--- config.mk ---
export PLATFORM = sky130hd
export DESIGN_NAME = core_status_and_interrupt_entry
export DESIGN_NICKNAME = d
export VERILOG_FILES = /design/src/hw/core_status_pkg.sv /design/src/hw/core_status_and_interrupt_entry.sv
export VERILOG_INCLUDE_DIRS = /design/src /design/src/hw
export SDC_FILE = /design/constraint.sdc
export NUM_CORES = 1
export LEC_CHECK = 0
export BUFFER_PORTS_ARGS = -buffer_cell sky130_fd_sc_hd__clkbuf_2
export CAP_MARGIN = 30
export CORE_ASPECT_RATIO = 0.7
export CORE_MARGIN = 10
export CORE_UTILIZATION = 55
export CTS_CLUSTER_SIZE = 40
export DETAILED_ROUTE_END_ITERATION = 12
export GPL_ROUTABILITY_DRIVEN = 0
export PLACE_DENSITY = 0.87
export RECOVER_POWER = 25
export SYNTH_ARGS = -nofsm -noshare
export SYNTH_HDL_FRONTEND = slang
export SYNTH_SLANG_ARGS = --single-unit
--- constraint.sdc ---
create_clock -name ref_clk_in -period 15.2 [get_ports ref_clk_in]
set_clock_uncertainty 0.2 [all_clocks]
set_input_delay 2.28 -clock ref_clk_in [delete_from_list [all_inputs] [get_ports ref_clk_in]]
set_output_delay 2.28 -clock ref_clk_in [all_outputs]
set_load 0.005 [all_outputs]
--- src/hw/core_status_regs.svh ---
// Purpose: offsets, field positions, reset values and counts for the core status block
// Assumes: byte-wide special register port, 8-bit addresses
// Notes: definitions only
`ifndef CORE_STATUS_REGS_SVH
`define CORE_STATUS_REGS_SVH

`define OFS_STACK_TOP 8'h81
`define OFS_DATA_POINTER_HIGH 8'h83
`define OFS_IRQ_ENABLE 8'hA8
`define OFS_IRQ_PRIORITY 8'hB8
`define OFS_PROGRAM_STATUS 8'hD0
`define OFS_PRIMARY_OPERAND 8'hE0
`define OFS_IRQ_ENABLE_EXT 8'hE6
`define OFS_SECONDARY_OPERAND 8'hF0
`define OFS_IRQ_PRIORITY_EXT 8'hF6

`define RST_STACK_TOP 8'h07
`define RST_BYTE 8'h00

`define PSW_CARRY 7
`define PSW_HALF_CARRY 6
`define PSW_USER0 5
`define PSW_BANK_HI 4
`define PSW_BANK_LO 3
`define PSW_WRAP 2
`define PSW_USER1 1
`define PSW_PARITY 0
`define IE_GLOBAL 7

`define IRQ_SOURCES 13
`define IRQ_SLOTS 14
`define IRQ_RESERVED_SLOT 8
`define IRQ_HW_CLEAR_MASK 14'h000F
`define VECTOR_BASE 16'h0003
`define VECTOR_STRIDE_SHIFT 3
`define CALL_CYCLES 3'h4

`endif

--- src/hw/core_status_pkg.sv ---
// Purpose: types shared by the core status block and its bench
// Assumes: constants live in core_status_regs.svh
// Notes: none
package core_status_pkg;

  typedef enum logic [2:0] {
    ALU_NONE = 3'h0,
    ALU_ADD = 3'h1,
    ALU_ADD_WITH_CARRY_IN = 3'h2,
    ALU_SUBTRACT_WITH_BORROW = 3'h3,
    ALU_MUL = 3'h4,
    ALU_DIV = 3'h5
  } alu_op_t;

  typedef struct packed {
    logic wr;
    logic rd;
    logic [7:0] addr;
    logic [7:0] wdata;
  } sfr_req_t;

  typedef struct packed {
    logic push;
    logic pop;
  } stack_req_t;

  typedef struct packed {
    logic done;
    logic next_multi;
    logic interrupt_return;
  } instr_status_t;

  typedef enum logic [1:0] {
    ENTRY_IDLE = 2'b00,
    ENTRY_CALL = 2'b01
  } entry_state_t;

endpackage

--- src/hw/core_status_and_interrupt_entry.sv ---
// Purpose: core special registers, flag update and interrupt entry and return
// Assumes: sfr reads answer one clock later; alu ops are one-cycle pulses
// Notes: pending flags for all 13 sources are held here
`timescale 1ns/1ns
`include "core_status_regs.svh"

module core_status_and_interrupt_entry (
  input wire logic ref_clk_in,
  input wire logic srst_in,
  input wire core_status_pkg::sfr_req_t sfr_in,
  output logic [7:0] sfr_rdata_out,
  input wire core_status_pkg::stack_req_t stack_in,
  output logic stack_wr_out,
  output logic [7:0] stack_addr_out,
  input wire core_status_pkg::alu_op_t alu_op_in,
  input wire logic [7:0] alu_src_in,
  input wire logic [7:0] pointer_low_in,
  output logic [15:0] data_pointer_16_out,
  output logic [7:0] bank_base_out,
  input wire core_status_pkg::instr_status_t instr_in,
  input wire logic [12:0] irq_event_in,
  input wire logic [12:0] irq_clear_in,
  output logic [12:0] irq_pending_out,
  output logic call_busy_out,
  output logic isr_enter_out,
  output logic [15:0] isr_vector_out
);

  logic [7:0] stack_top;
  logic [7:0] data_pointer_high;
  logic [7:0] program_status;
  logic [7:0] primary_operand;
  logic [7:0] secondary_operand;
  logic [7:0] irq_enable_reg;
  logic [7:0] irq_enable_ext_reg;
  logic [7:0] irq_priority;
  logic [7:0] irq_priority_ext;
  logic [13:0] pending;
  logic ea_grace;
  logic req_q;
  logic req_hi_q;
  logic [3:0] req_slot_q;
  logic after_return;
  logic in_service_lo;
  logic in_service_hi;
  logic [2:0] call_count;
  core_status_pkg::entry_state_t state;
  core_status_pkg::entry_state_t next_state;

  wire wr_stack = sfr_in.wr && sfr_in.addr == `OFS_STACK_TOP;
  wire wr_dph = sfr_in.wr && sfr_in.addr == `OFS_DATA_POINTER_HIGH;
  wire wr_psw = sfr_in.wr && sfr_in.addr == `OFS_PROGRAM_STATUS;
  wire wr_acc = sfr_in.wr && sfr_in.addr == `OFS_PRIMARY_OPERAND;
  wire wr_b = sfr_in.wr && sfr_in.addr == `OFS_SECONDARY_OPERAND;
  wire wr_ie = sfr_in.wr && sfr_in.addr == `OFS_IRQ_ENABLE;
  wire wr_eie = sfr_in.wr && sfr_in.addr == `OFS_IRQ_ENABLE_EXT;
  wire wr_ip = sfr_in.wr && sfr_in.addr == `OFS_IRQ_PRIORITY;
  wire wr_eip = sfr_in.wr && sfr_in.addr == `OFS_IRQ_PRIORITY_EXT;

  // arithmetic flags
  wire is_add = alu_op_in == core_status_pkg::ALU_ADD || alu_op_in == core_status_pkg::ALU_ADD_WITH_CARRY_IN;
  wire is_sub = alu_op_in == core_status_pkg::ALU_SUBTRACT_WITH_BORROW;
  wire is_mul = alu_op_in == core_status_pkg::ALU_MUL;
  wire is_div = alu_op_in == core_status_pkg::ALU_DIV;
  wire carry_in = (alu_op_in != core_status_pkg::ALU_ADD) && program_status[`PSW_CARRY];
  wire [8:0] sum = {1'b0, primary_operand} + {1'b0, alu_src_in} + {8'h00, carry_in};
  wire [4:0] sum_nib = {1'b0, primary_operand[3:0]} + {1'b0, alu_src_in[3:0]} + {4'h0, carry_in};
  wire [8:0] diff = {1'b0, primary_operand} - {1'b0, alu_src_in} - {8'h00, carry_in};
  wire [4:0] diff_nib = {1'b0, primary_operand[3:0]} - {1'b0, alu_src_in[3:0]} - {4'h0, carry_in};
  wire [15:0] product = primary_operand * secondary_operand;
  wire div_zero = secondary_operand == 8'h00;
  wire [7:0] quotient = div_zero ? primary_operand : primary_operand / secondary_operand;
  wire [7:0] remainder = div_zero ? secondary_operand : primary_operand % secondary_operand;
  wire add_ovf = (primary_operand[7] == alu_src_in[7]) && (sum[7] != primary_operand[7]);
  wire sub_ovf = (primary_operand[7] != alu_src_in[7]) && (diff[7] != primary_operand[7]);
  wire alu_active = is_add || is_sub || is_mul || is_div;
  wire next_carry = is_add ? sum[8] : (is_sub ? diff[8] : 1'b0);
  wire next_half = is_add ? sum_nib[4] : (is_sub ? diff_nib[4] : 1'b0);
  wire next_wrap = (is_add && add_ovf) || (is_sub && sub_ovf)
    || (is_mul && product[15:8] != 8'h00) || (is_div && div_zero);
  wire [7:0] next_acc = is_add ? sum[7:0] : is_sub ? diff[7:0]
    : is_mul ? product[7:0] : quotient;
  wire [7:0] next_b = is_mul ? product[15:8] : remainder;

  wire parity = ^primary_operand;
  wire [7:0] psw_view = {program_status[7:1], parity};

  assign data_pointer_16_out = {data_pointer_high, pointer_low_in};
  assign bank_base_out = {3'h0, program_status[`PSW_BANK_HI:`PSW_BANK_LO], 3'h0};

  // interrupt request decode over 14 vector slots, slot 8 has no source
  wire [13:0] enable_slot = {irq_enable_ext_reg[6:0], irq_enable_reg[6:0]};
  wire [13:0] high_slot = {irq_priority_ext[6:0], irq_priority[6:0]};
  wire ea_open = irq_enable_reg[`IE_GLOBAL] || (ea_grace && !instr_in.next_multi);
  wire [13:0] armed = ea_open ? (pending & enable_slot) : 14'h0000;
  wire [13:0] armed_hi = armed & high_slot;
  wire [13:0] armed_lo = armed & ~high_slot;
  wire take_hi = armed_hi != 14'h0000 && !in_service_hi;
  wire take_lo = armed_lo != 14'h0000 && !in_service_hi && !in_service_lo;
  wire [13:0] pick_set = take_hi ? armed_hi : armed_lo;
  logic [3:0] pick_slot;

  always_comb begin
    pick_slot = 4'h0;
    for (int i = `IRQ_SLOTS - 1; i >= 0; i--) begin
      if (pick_set[i]) begin
        pick_slot = i[3:0];
      end
    end
  end

  wire call_start = state == core_status_pkg::ENTRY_IDLE && req_q && instr_in.done
    && !after_return;
  wire call_end = state == core_status_pkg::ENTRY_CALL && call_count == `CALL_CYCLES;

  genvar g;
  generate
    for (g = 0; g < `IRQ_SLOTS; g++) begin : g_pending
      if (g == `IRQ_RESERVED_SLOT) begin : g_none
        assign pending[g] = 1'b0;
      end else begin : g_flag
        localparam int SRC = g < `IRQ_RESERVED_SLOT ? g : g - 1;
        localparam logic [13:0] HW_MASK = `IRQ_HW_CLEAR_MASK;
        localparam logic HW_CLR = HW_MASK[g];
        logic flag;
        wire entry_clr = HW_CLR && call_end && req_slot_q == g;
        always_ff @(posedge ref_clk_in) begin
          if (srst_in) begin
            flag <= 1'b0;
          end else if (irq_event_in[SRC]) begin
            flag <= 1'b1;
          end else if (irq_clear_in[SRC] || entry_clr) begin
            flag <= 1'b0;
          end
        end
        assign pending[g] = flag;
        assign irq_pending_out[SRC] = flag;
      end
    end
  endgenerate

  always_comb begin
    unique case (state)
      core_status_pkg::ENTRY_IDLE: next_state = call_start ? core_status_pkg::ENTRY_CALL : state;
      core_status_pkg::ENTRY_CALL: next_state = call_end ? core_status_pkg::ENTRY_IDLE : state;
    endcase
  end

  // entry sequencer: one clock to sample, four to make the call
  always_ff @(posedge ref_clk_in) begin
    if (srst_in) begin
      state <= core_status_pkg::ENTRY_IDLE;
      req_q <= 1'b0;
      req_hi_q <= 1'b0;
      req_slot_q <= 4'h0;
      call_count <= 3'h0;
      isr_enter_out <= 1'b0;
      isr_vector_out <= 16'h0000;
    end else begin
      state <= next_state;
      isr_enter_out <= call_end;
      // the call spends its request; a stale one would re-enter at call end
      if (state == core_status_pkg::ENTRY_IDLE && !call_start) begin
        req_q <= take_hi || take_lo;
        req_hi_q <= take_hi;
        req_slot_q <= pick_slot;
      end else begin
        req_q <= 1'b0;
      end
      call_count <= state == core_status_pkg::ENTRY_CALL ? call_count + 3'h1 : 3'h1;
      if (call_start) begin
        isr_vector_out <= `VECTOR_BASE + {9'h000, req_slot_q, 3'h0};
      end
    end
  end

  assign call_busy_out = state == core_status_pkg::ENTRY_CALL;

  // nesting: a return closes the highest open level and holds off one instruction
  always_ff @(posedge ref_clk_in) begin
    if (srst_in) begin
      in_service_lo <= 1'b0;
      in_service_hi <= 1'b0;
      after_return <= 1'b0;
      ea_grace <= 1'b0;
    end else begin
      if (call_end && req_hi_q) begin
        in_service_hi <= 1'b1;
      end else if (call_end) begin
        in_service_lo <= 1'b1;
      end else if (instr_in.interrupt_return && in_service_hi) begin
        in_service_hi <= 1'b0;
      end else if (instr_in.interrupt_return) begin
        in_service_lo <= 1'b0;
      end
      if (instr_in.interrupt_return) begin
        after_return <= 1'b1;
      end else if (instr_in.done) begin
        after_return <= 1'b0;
      end
      // a request posted with the clear lands only if a one-cycle instruction follows
      if (wr_ie && irq_enable_reg[`IE_GLOBAL] && !sfr_in.wdata[`IE_GLOBAL]) begin
        ea_grace <= 1'b1;
      end else if (instr_in.done) begin
        ea_grace <= 1'b0;
      end
    end
  end

  // special registers; a direct write wins over the implied update
  always_ff @(posedge ref_clk_in) begin
    if (srst_in) begin
      stack_top <= `RST_STACK_TOP;
      data_pointer_high <= `RST_BYTE;
      program_status <= `RST_BYTE;
      primary_operand <= `RST_BYTE;
      secondary_operand <= `RST_BYTE;
      irq_enable_reg <= `RST_BYTE;
      irq_enable_ext_reg <= `RST_BYTE;
      irq_priority <= `RST_BYTE;
      irq_priority_ext <= `RST_BYTE;
      stack_wr_out <= 1'b0;
      stack_addr_out <= `RST_BYTE;
    end else begin
      stack_wr_out <= stack_in.push && !wr_stack;
      if (wr_stack) begin
        stack_top <= sfr_in.wdata;
      end else if (stack_in.push) begin
        stack_top <= stack_top + 8'h01;
        stack_addr_out <= stack_top + 8'h01;
      end else if (stack_in.pop) begin
        stack_top <= stack_top - 8'h01;
        stack_addr_out <= stack_top;
      end
      if (wr_dph) begin
        data_pointer_high <= sfr_in.wdata;
      end
      if (wr_psw) begin
        program_status <= {sfr_in.wdata[7:1], 1'b0};
      end else if (alu_active) begin
        program_status[`PSW_CARRY] <= next_carry;
        program_status[`PSW_HALF_CARRY] <= next_half;
        program_status[`PSW_WRAP] <= next_wrap;
      end
      if (wr_acc) begin
        primary_operand <= sfr_in.wdata;
      end else if (alu_active) begin
        primary_operand <= next_acc;
      end
      if (wr_b) begin
        secondary_operand <= sfr_in.wdata;
      end else if (is_mul || is_div) begin
        secondary_operand <= next_b;
      end
      if (wr_ie) begin
        irq_enable_reg <= sfr_in.wdata;
      end
      if (wr_eie) begin
        irq_enable_ext_reg <= sfr_in.wdata;
      end
      if (wr_ip) begin
        irq_priority <= sfr_in.wdata;
      end
      if (wr_eip) begin
        irq_priority_ext <= sfr_in.wdata;
      end
    end
  end

  logic [7:0] read_mux;
  always_comb begin
    unique case (sfr_in.addr)
      `OFS_STACK_TOP: read_mux = stack_top;
      `OFS_DATA_POINTER_HIGH: read_mux = data_pointer_high;
      `OFS_PROGRAM_STATUS: read_mux = psw_view;
      `OFS_PRIMARY_OPERAND: read_mux = primary_operand;
      `OFS_SECONDARY_OPERAND: read_mux = secondary_operand;
      `OFS_IRQ_ENABLE: read_mux = irq_enable_reg;
      `OFS_IRQ_ENABLE_EXT: read_mux = irq_enable_ext_reg;
      `OFS_IRQ_PRIORITY: read_mux = irq_priority;
      `OFS_IRQ_PRIORITY_EXT: read_mux = irq_priority_ext;
      default: read_mux = 8'h00;
    endcase
  end

  always_ff @(posedge ref_clk_in) begin
    if (srst_in) begin
      sfr_rdata_out <= 8'h00;
    end else if (sfr_in.rd) begin
      sfr_rdata_out <= read_mux;
    end
  end

endmodule

# After elaboration in Yosys (flattened, before gate mapping)
# Cells that the tools add are included.
# word_totals
input_bits	70
register_bits	133
elab_cells	262
output_inout_bits	72
# op_classes
div_mod_pow	2
bitwise_logic	8
add_sub_neg	12
mul	1
n_reduce_logical	92
muxes	79
eq_ne	30
# ops
op	n
8-bit two-way mux	15
8-bit equality test, second input constant	9
8-bit one-hot mux with 9 select lines	1
4-bit two-way mux	14
14-bit AND	3
1-bit two-way mux	42
2-bit nonzero test	21
1-bit logical AND	34
14-bit two-way mux	2
14-bit nonzero test	2
8-bit by 8-bit multiplier with 16-bit output	1
1-bit logical OR	14
14-bit NOT	1
2-bit AND reduction	5
8-bit by 8-bit adder with 9-bit output	1
9-bit by 1-bit adder with 9-bit output	1
3-bit equality test, second input constant	3
8-bit by 8-bit subtractor with 9-bit output	1
9-bit by 1-bit subtractor with 9-bit output	1
2-bit by 7-bit adder with 8-bit output, first input constant	1
8-bit by 1-bit adder with 8-bit output, second input constant	1
8-bit by 8-bit divider with 8-bit output	1
4-bit by 2-bit equality test with 1-bit output, second input constant	2
8-bit logical NOT	1
29 further kinds	47

# Depth between registers and ports, before layout
# depth
ltp_word	22
depth_mapped	56

# Least setup slack after synthesis
# No wires, ideal clock.
# synth_timing
path_type	register -> register
startpoint	register secondary_operand[0]
endpoint	register secondary_operand[6]
path_buffers	2
setup_ns	0.134
synth_period_minus_slack_ns	11.179
required_time_ns	14.866
path_slack_ns	4.021
arrival_time_ns	10.845
stages_incl_launch_ff	54
path_cell_list	dfxtp_1 > inv_1 > ha_1 > nor2_1 > nor3b_1 > a21o_1 > and2_1 > inv_1 > ha_1 > o21a_1 > o211ai_4 > nor2_1 > a21oi_1 > ha_1 > o21a_1 > o21ai_0 > a21o_1 > nor3_1 > [... 18 more ...] > a21oi_1 > inv_1 > ha_1 > o21ai_0 > a22oi_1 > a31o_2 > a31o_2 > clkbuf_1 > mux2i_1 > inv_1 > fa_1 > nand2b_1 > a21boi_0 > o31ai_1 > o21ai_1 > nor4_1 > a2111oi_0 > a21oi_1
# synth_between
elab_chain_cells	5
word_cells_on_any_way	9
cone_classes	mul (1); div (1); eq/ne (1); mux (4); reduce/logical (2)
# synth_rtl
element	line_no	text
start: declaration	core_status_and_interrupt_entry.sv:33	logic [7:0] secondary_operand;
start signal: assignment	core_status_and_interrupt_entry.sv:217	secondary_operand <= `RST_BYTE;
start signal: assignment	core_status_and_interrupt_entry.sv:251	secondary_operand <= sfr_in.wdata;
start signal: assignment	core_status_and_interrupt_entry.sv:253	secondary_operand <= next_b;
8-bit by 8-bit modulo with 8-bit output	core_status_and_interrupt_entry.sv:73	wire [7:0] remainder = div_zero ? secondary_operand : primary_operand % secondary_operand;
8-bit two-way mux	core_status_and_interrupt_entry.sv:73	
8-bit two-way mux	core_status_and_interrupt_entry.sv:83	wire [7:0] next_b = is_mul ? product[15:8] : remainder;
8-bit two-way mux	core_status_and_interrupt_entry.sv:252	end else if (is_mul || is_div) begin
8-bit two-way mux	core_status_and_interrupt_entry.sv:250	if (wr_b) begin
# Several ways; a longest one is shown, not always the timed one. The select of a mux whose other input is x is not followed.
# A chain may end at the register's enable or synchronous reset.

# Final worst setup path
# layout_timing
startpoint	register secondary_operand[0]
endpoint	register primary_operand[0]
# layout_between
elab_chain_cells	7
word_cells_on_any_way	11
cone_classes	mul (1); div (1); eq/ne (1); mux (6); reduce/logical (2)
# layout_rtl
element	line_no	text
8-bit by 8-bit divider with 8-bit output	core_status_and_interrupt_entry.sv:72	wire [7:0] quotient = div_zero ? primary_operand : primary_operand / secondary_operand;
8-bit two-way mux	core_status_and_interrupt_entry.sv:72	
8-bit two-way mux	core_status_and_interrupt_entry.sv:82	: is_mul ? product[7:0] : quotient;
8-bit two-way mux (2 in a row)	core_status_and_interrupt_entry.sv:81	wire [7:0] next_acc = is_add ? sum[7:0] : is_sub ? diff[7:0]
8-bit two-way mux	core_status_and_interrupt_entry.sv:247	end else if (alu_active) begin
8-bit two-way mux	core_status_and_interrupt_entry.sv:245	if (wr_acc) begin
end signal: assignment	core_status_and_interrupt_entry.sv:216	primary_operand <= `RST_BYTE;
end signal: assignment	core_status_and_interrupt_entry.sv:246	primary_operand <= sfr_in.wdata;
end signal: assignment	core_status_and_interrupt_entry.sv:248	primary_operand <= next_acc;
end: declaration	core_status_and_interrupt_entry.sv:32	logic [7:0] primary_operand;
# Several ways; a longest one is shown, not always the timed one. The select of a mux whose other input is x is not followed.

==> impl_metrics.yaml <==
status:
  status: "finished, violations left"
  failed_checks: "max-capacitance violations, max-slew violations"
sta:
  final.setup.tns_ps: 0
  relSlewSlack_pct: -137
  worst-slew-pin-transition_ps: 3560
  hold_ws_ps: 260
  drv_slew: 80
  setup_viol: 0
  period_share_pct: 91.2
  fmax_mhz: 72.1
  rsz0062_at_grt: "no"
  finalCriticalPeriod_ps: 13870
  hold_viol_final: 0
layout:
  area_delta_synth_final_pct: 7.89
  largest_register_ffs: 13
  n_fill_cell: 1761
  antenna_cells: 0
  drive_gt1_share_pct: 10.8
  fin_nets: 1749
  top_register: "g_pending.g_flag.flag"
worst_setup_path:
  critical_path_class: "register to register"
  required_ps: 15300
  cp-start-kind: "register"
  crit_path_max_incr_delay_ps: 620
  cpMostUsedCell: "ha_1"
  crit_path_max_fanout: 13
  end_kind: "register"
  slowest_stage: "dfxtp_1"
  arrival_ps: 13970
drt:
  final_antenna_net_count: 0
  num_vias: 11900
  avgRoutedWirePerCell_um: 21.8
  drcViolationCount: 0
  drtIter0Drc: 1692
  drt_wl_total_um: 39600
  firstDrtPassIters: 10
  viasPerCell: 6.52
synth:
  avgSynthCellArea_um2: 7.96
  synth_area_leader_cell: "dfxtp_1"
  synth_async_sr_flop_share_pct: 0
  ys_seq_elements: 121
  synth_top_area_share_pct: 20.4
  synth_edf_count: 0
  ys.flop_type: "dfxtp_1"
  synth_commonest_cells: "nor2_1 (191), inv_1 (125), dfxtp_1 (121)"
  netlist_area_um2: 11900
  netlist_instances: 1492
  synth.most_common_cell: "nor2_1"
  synth.area.top_cells: "dfxtp_1 (20%), ha_1 (11%), fa_1 (6.9%)"
  synth_warnings: 0
  ys_types: 89
  ys_seq_area_share_pct: 20.4
clock_network:
  cts_buffers: 17
  clk_path_buf_depth: 2
  cts.sink_count: 121
  insertion_delay_ps: 430
  cts_root_buf: "clkbuf_16"
  cts_tree: "yes"
  path_clk_slew_ps: 70
  postCtsSetupRepairBufs: 0
  cts_resized: 0
  ctsHtreeMaxLevel: 4
  postCtsHoldBufs: 0
job:
  cap_violations: 1
grt:
  antenna_found_initial: 0
  overflow: 0
  grt_pass1_vias: 11300
  track_usage_pct: 27.2
  grt_max_degree: 80
  grt_pass1_wl_um: 61500
min_path:
  min_path_type: "register to register"
die:
  die-area_um2: 28000
  core_um2: 21000
  die_width_um: 196
  ioPinCount: 142
  initial_core_util_pct: 56.6
  rows: 44
  die_h_um: 143
placement:
  dp_hpwl_um: 30100
  io_buffers: 109
[path summary, 6_finish.rpt]
path | cells after the start | endpoint | startpoint | slack (ps)
worst max-delay path | 53 | primary_operand[0] | secondary_operand[0] | 1330
worst min-delay path | 2 | sfr_rdata_out[0] | sfr_rdata_out[0] | 260
worst min register to register | 2 | sfr_rdata_out[0] | sfr_rdata_out[0] | 260
worst max register to register | 53 | primary_operand[0] | secondary_operand[0] | 1330
[cells in the final DEF (no fill, tap or decap), drive strengths merged, types with 17 or more instances in the layout]
| cell | n |
|---|---|
| a211oi | 35 |
| nor3 | 41 |
| mux2 | 19 |
| o21ai | 58 |
| mux2i | 73 |
| inv | 129 |
| clkbuf | 127 |
| a22oi | 17 |
| o21a | 27 |
| a21oi | 79 |
| nand3 | 36 |
| xnor2 | 33 |
| dfxtp | 121 |
| nand2 | 98 |
| o211ai | 20 |
| ha | 109 |
| nor2 | 191 |
| fa | 41 |
| o22ai | 17 |
| xor2 | 20 |
[final cells by class]
| class | count | area (um2) | share of cell area (%) |
|---|---|---|---|
| Timing Repair Buffer | 114 | 542 | 4.23 |
| Clock buffer | 18 | 429 | 3.35 |
| Sequential cell | 121 | 2420 | 18.9 |
| Clock inverter | 14 | 171 | 1.34 |
| Multi-Input combinational cell | 1146 | 8420 | 65.7 |
| Inverter | 129 | 484 | 3.78 |
| Tap cell | 276 | 345 | 2.70 |
[critical path, delay by kind of cell, from the launching register on]
kind	cells	cell delay, ps
fa+ha+maj	8	2470
compound gates	27	6960
simple gates	10	1900
buf+inv	6	890
flops	1	620
mux	2	660
[cell families (layout without fill, tap and decap cells)]
group | after synthesis | count (layout) | share of synthesized area, %
simple gates | 471 | 471 | 18.7
compound gates | 363 | 363 | 21.2
buf+inv | 240 | 275 | 9.19
fa+ha+maj | 150 | 150 | 18.4
flops | 121 | 121 | 20.4
mux | 92 | 92 | 7.95
xor+xnor | 54 | 54 | 4.10
other cells | 1 | 16 | 0.0316
[metal layers]
metal	GRT usage (%)	vias to the layer above	routed length [um]
met1	35.9	5398	15700
met2	38.1	992	15500
met4	9.50	0	1430
met5	0	-	0
met3	12.2	186	6950
li1	-	5278	-
[through the flow]
| stage | setup WS [ps] | instances | util [%] | instance area (um2) |
|---|---|---|---|---|
| finish | 1330 | 1818 | 61.1 | 12800 |
| global placement | 2430 | 1784 | 58.4 | 12200 |
| global route | 618 | 1818 | 61.1 | 12800 |
| floorplan | 4020 | 1507 | - | 11900 |
| detailed placement | 1490 | 1785 | 58.4 | 12200 |
| CTS | 1390 | 1817 | 61.3 | 12800 |
Power is left out: the tool's default activity adds up to more than one toggle a clock period on the data nets, which glitch-free logic cannot reach.
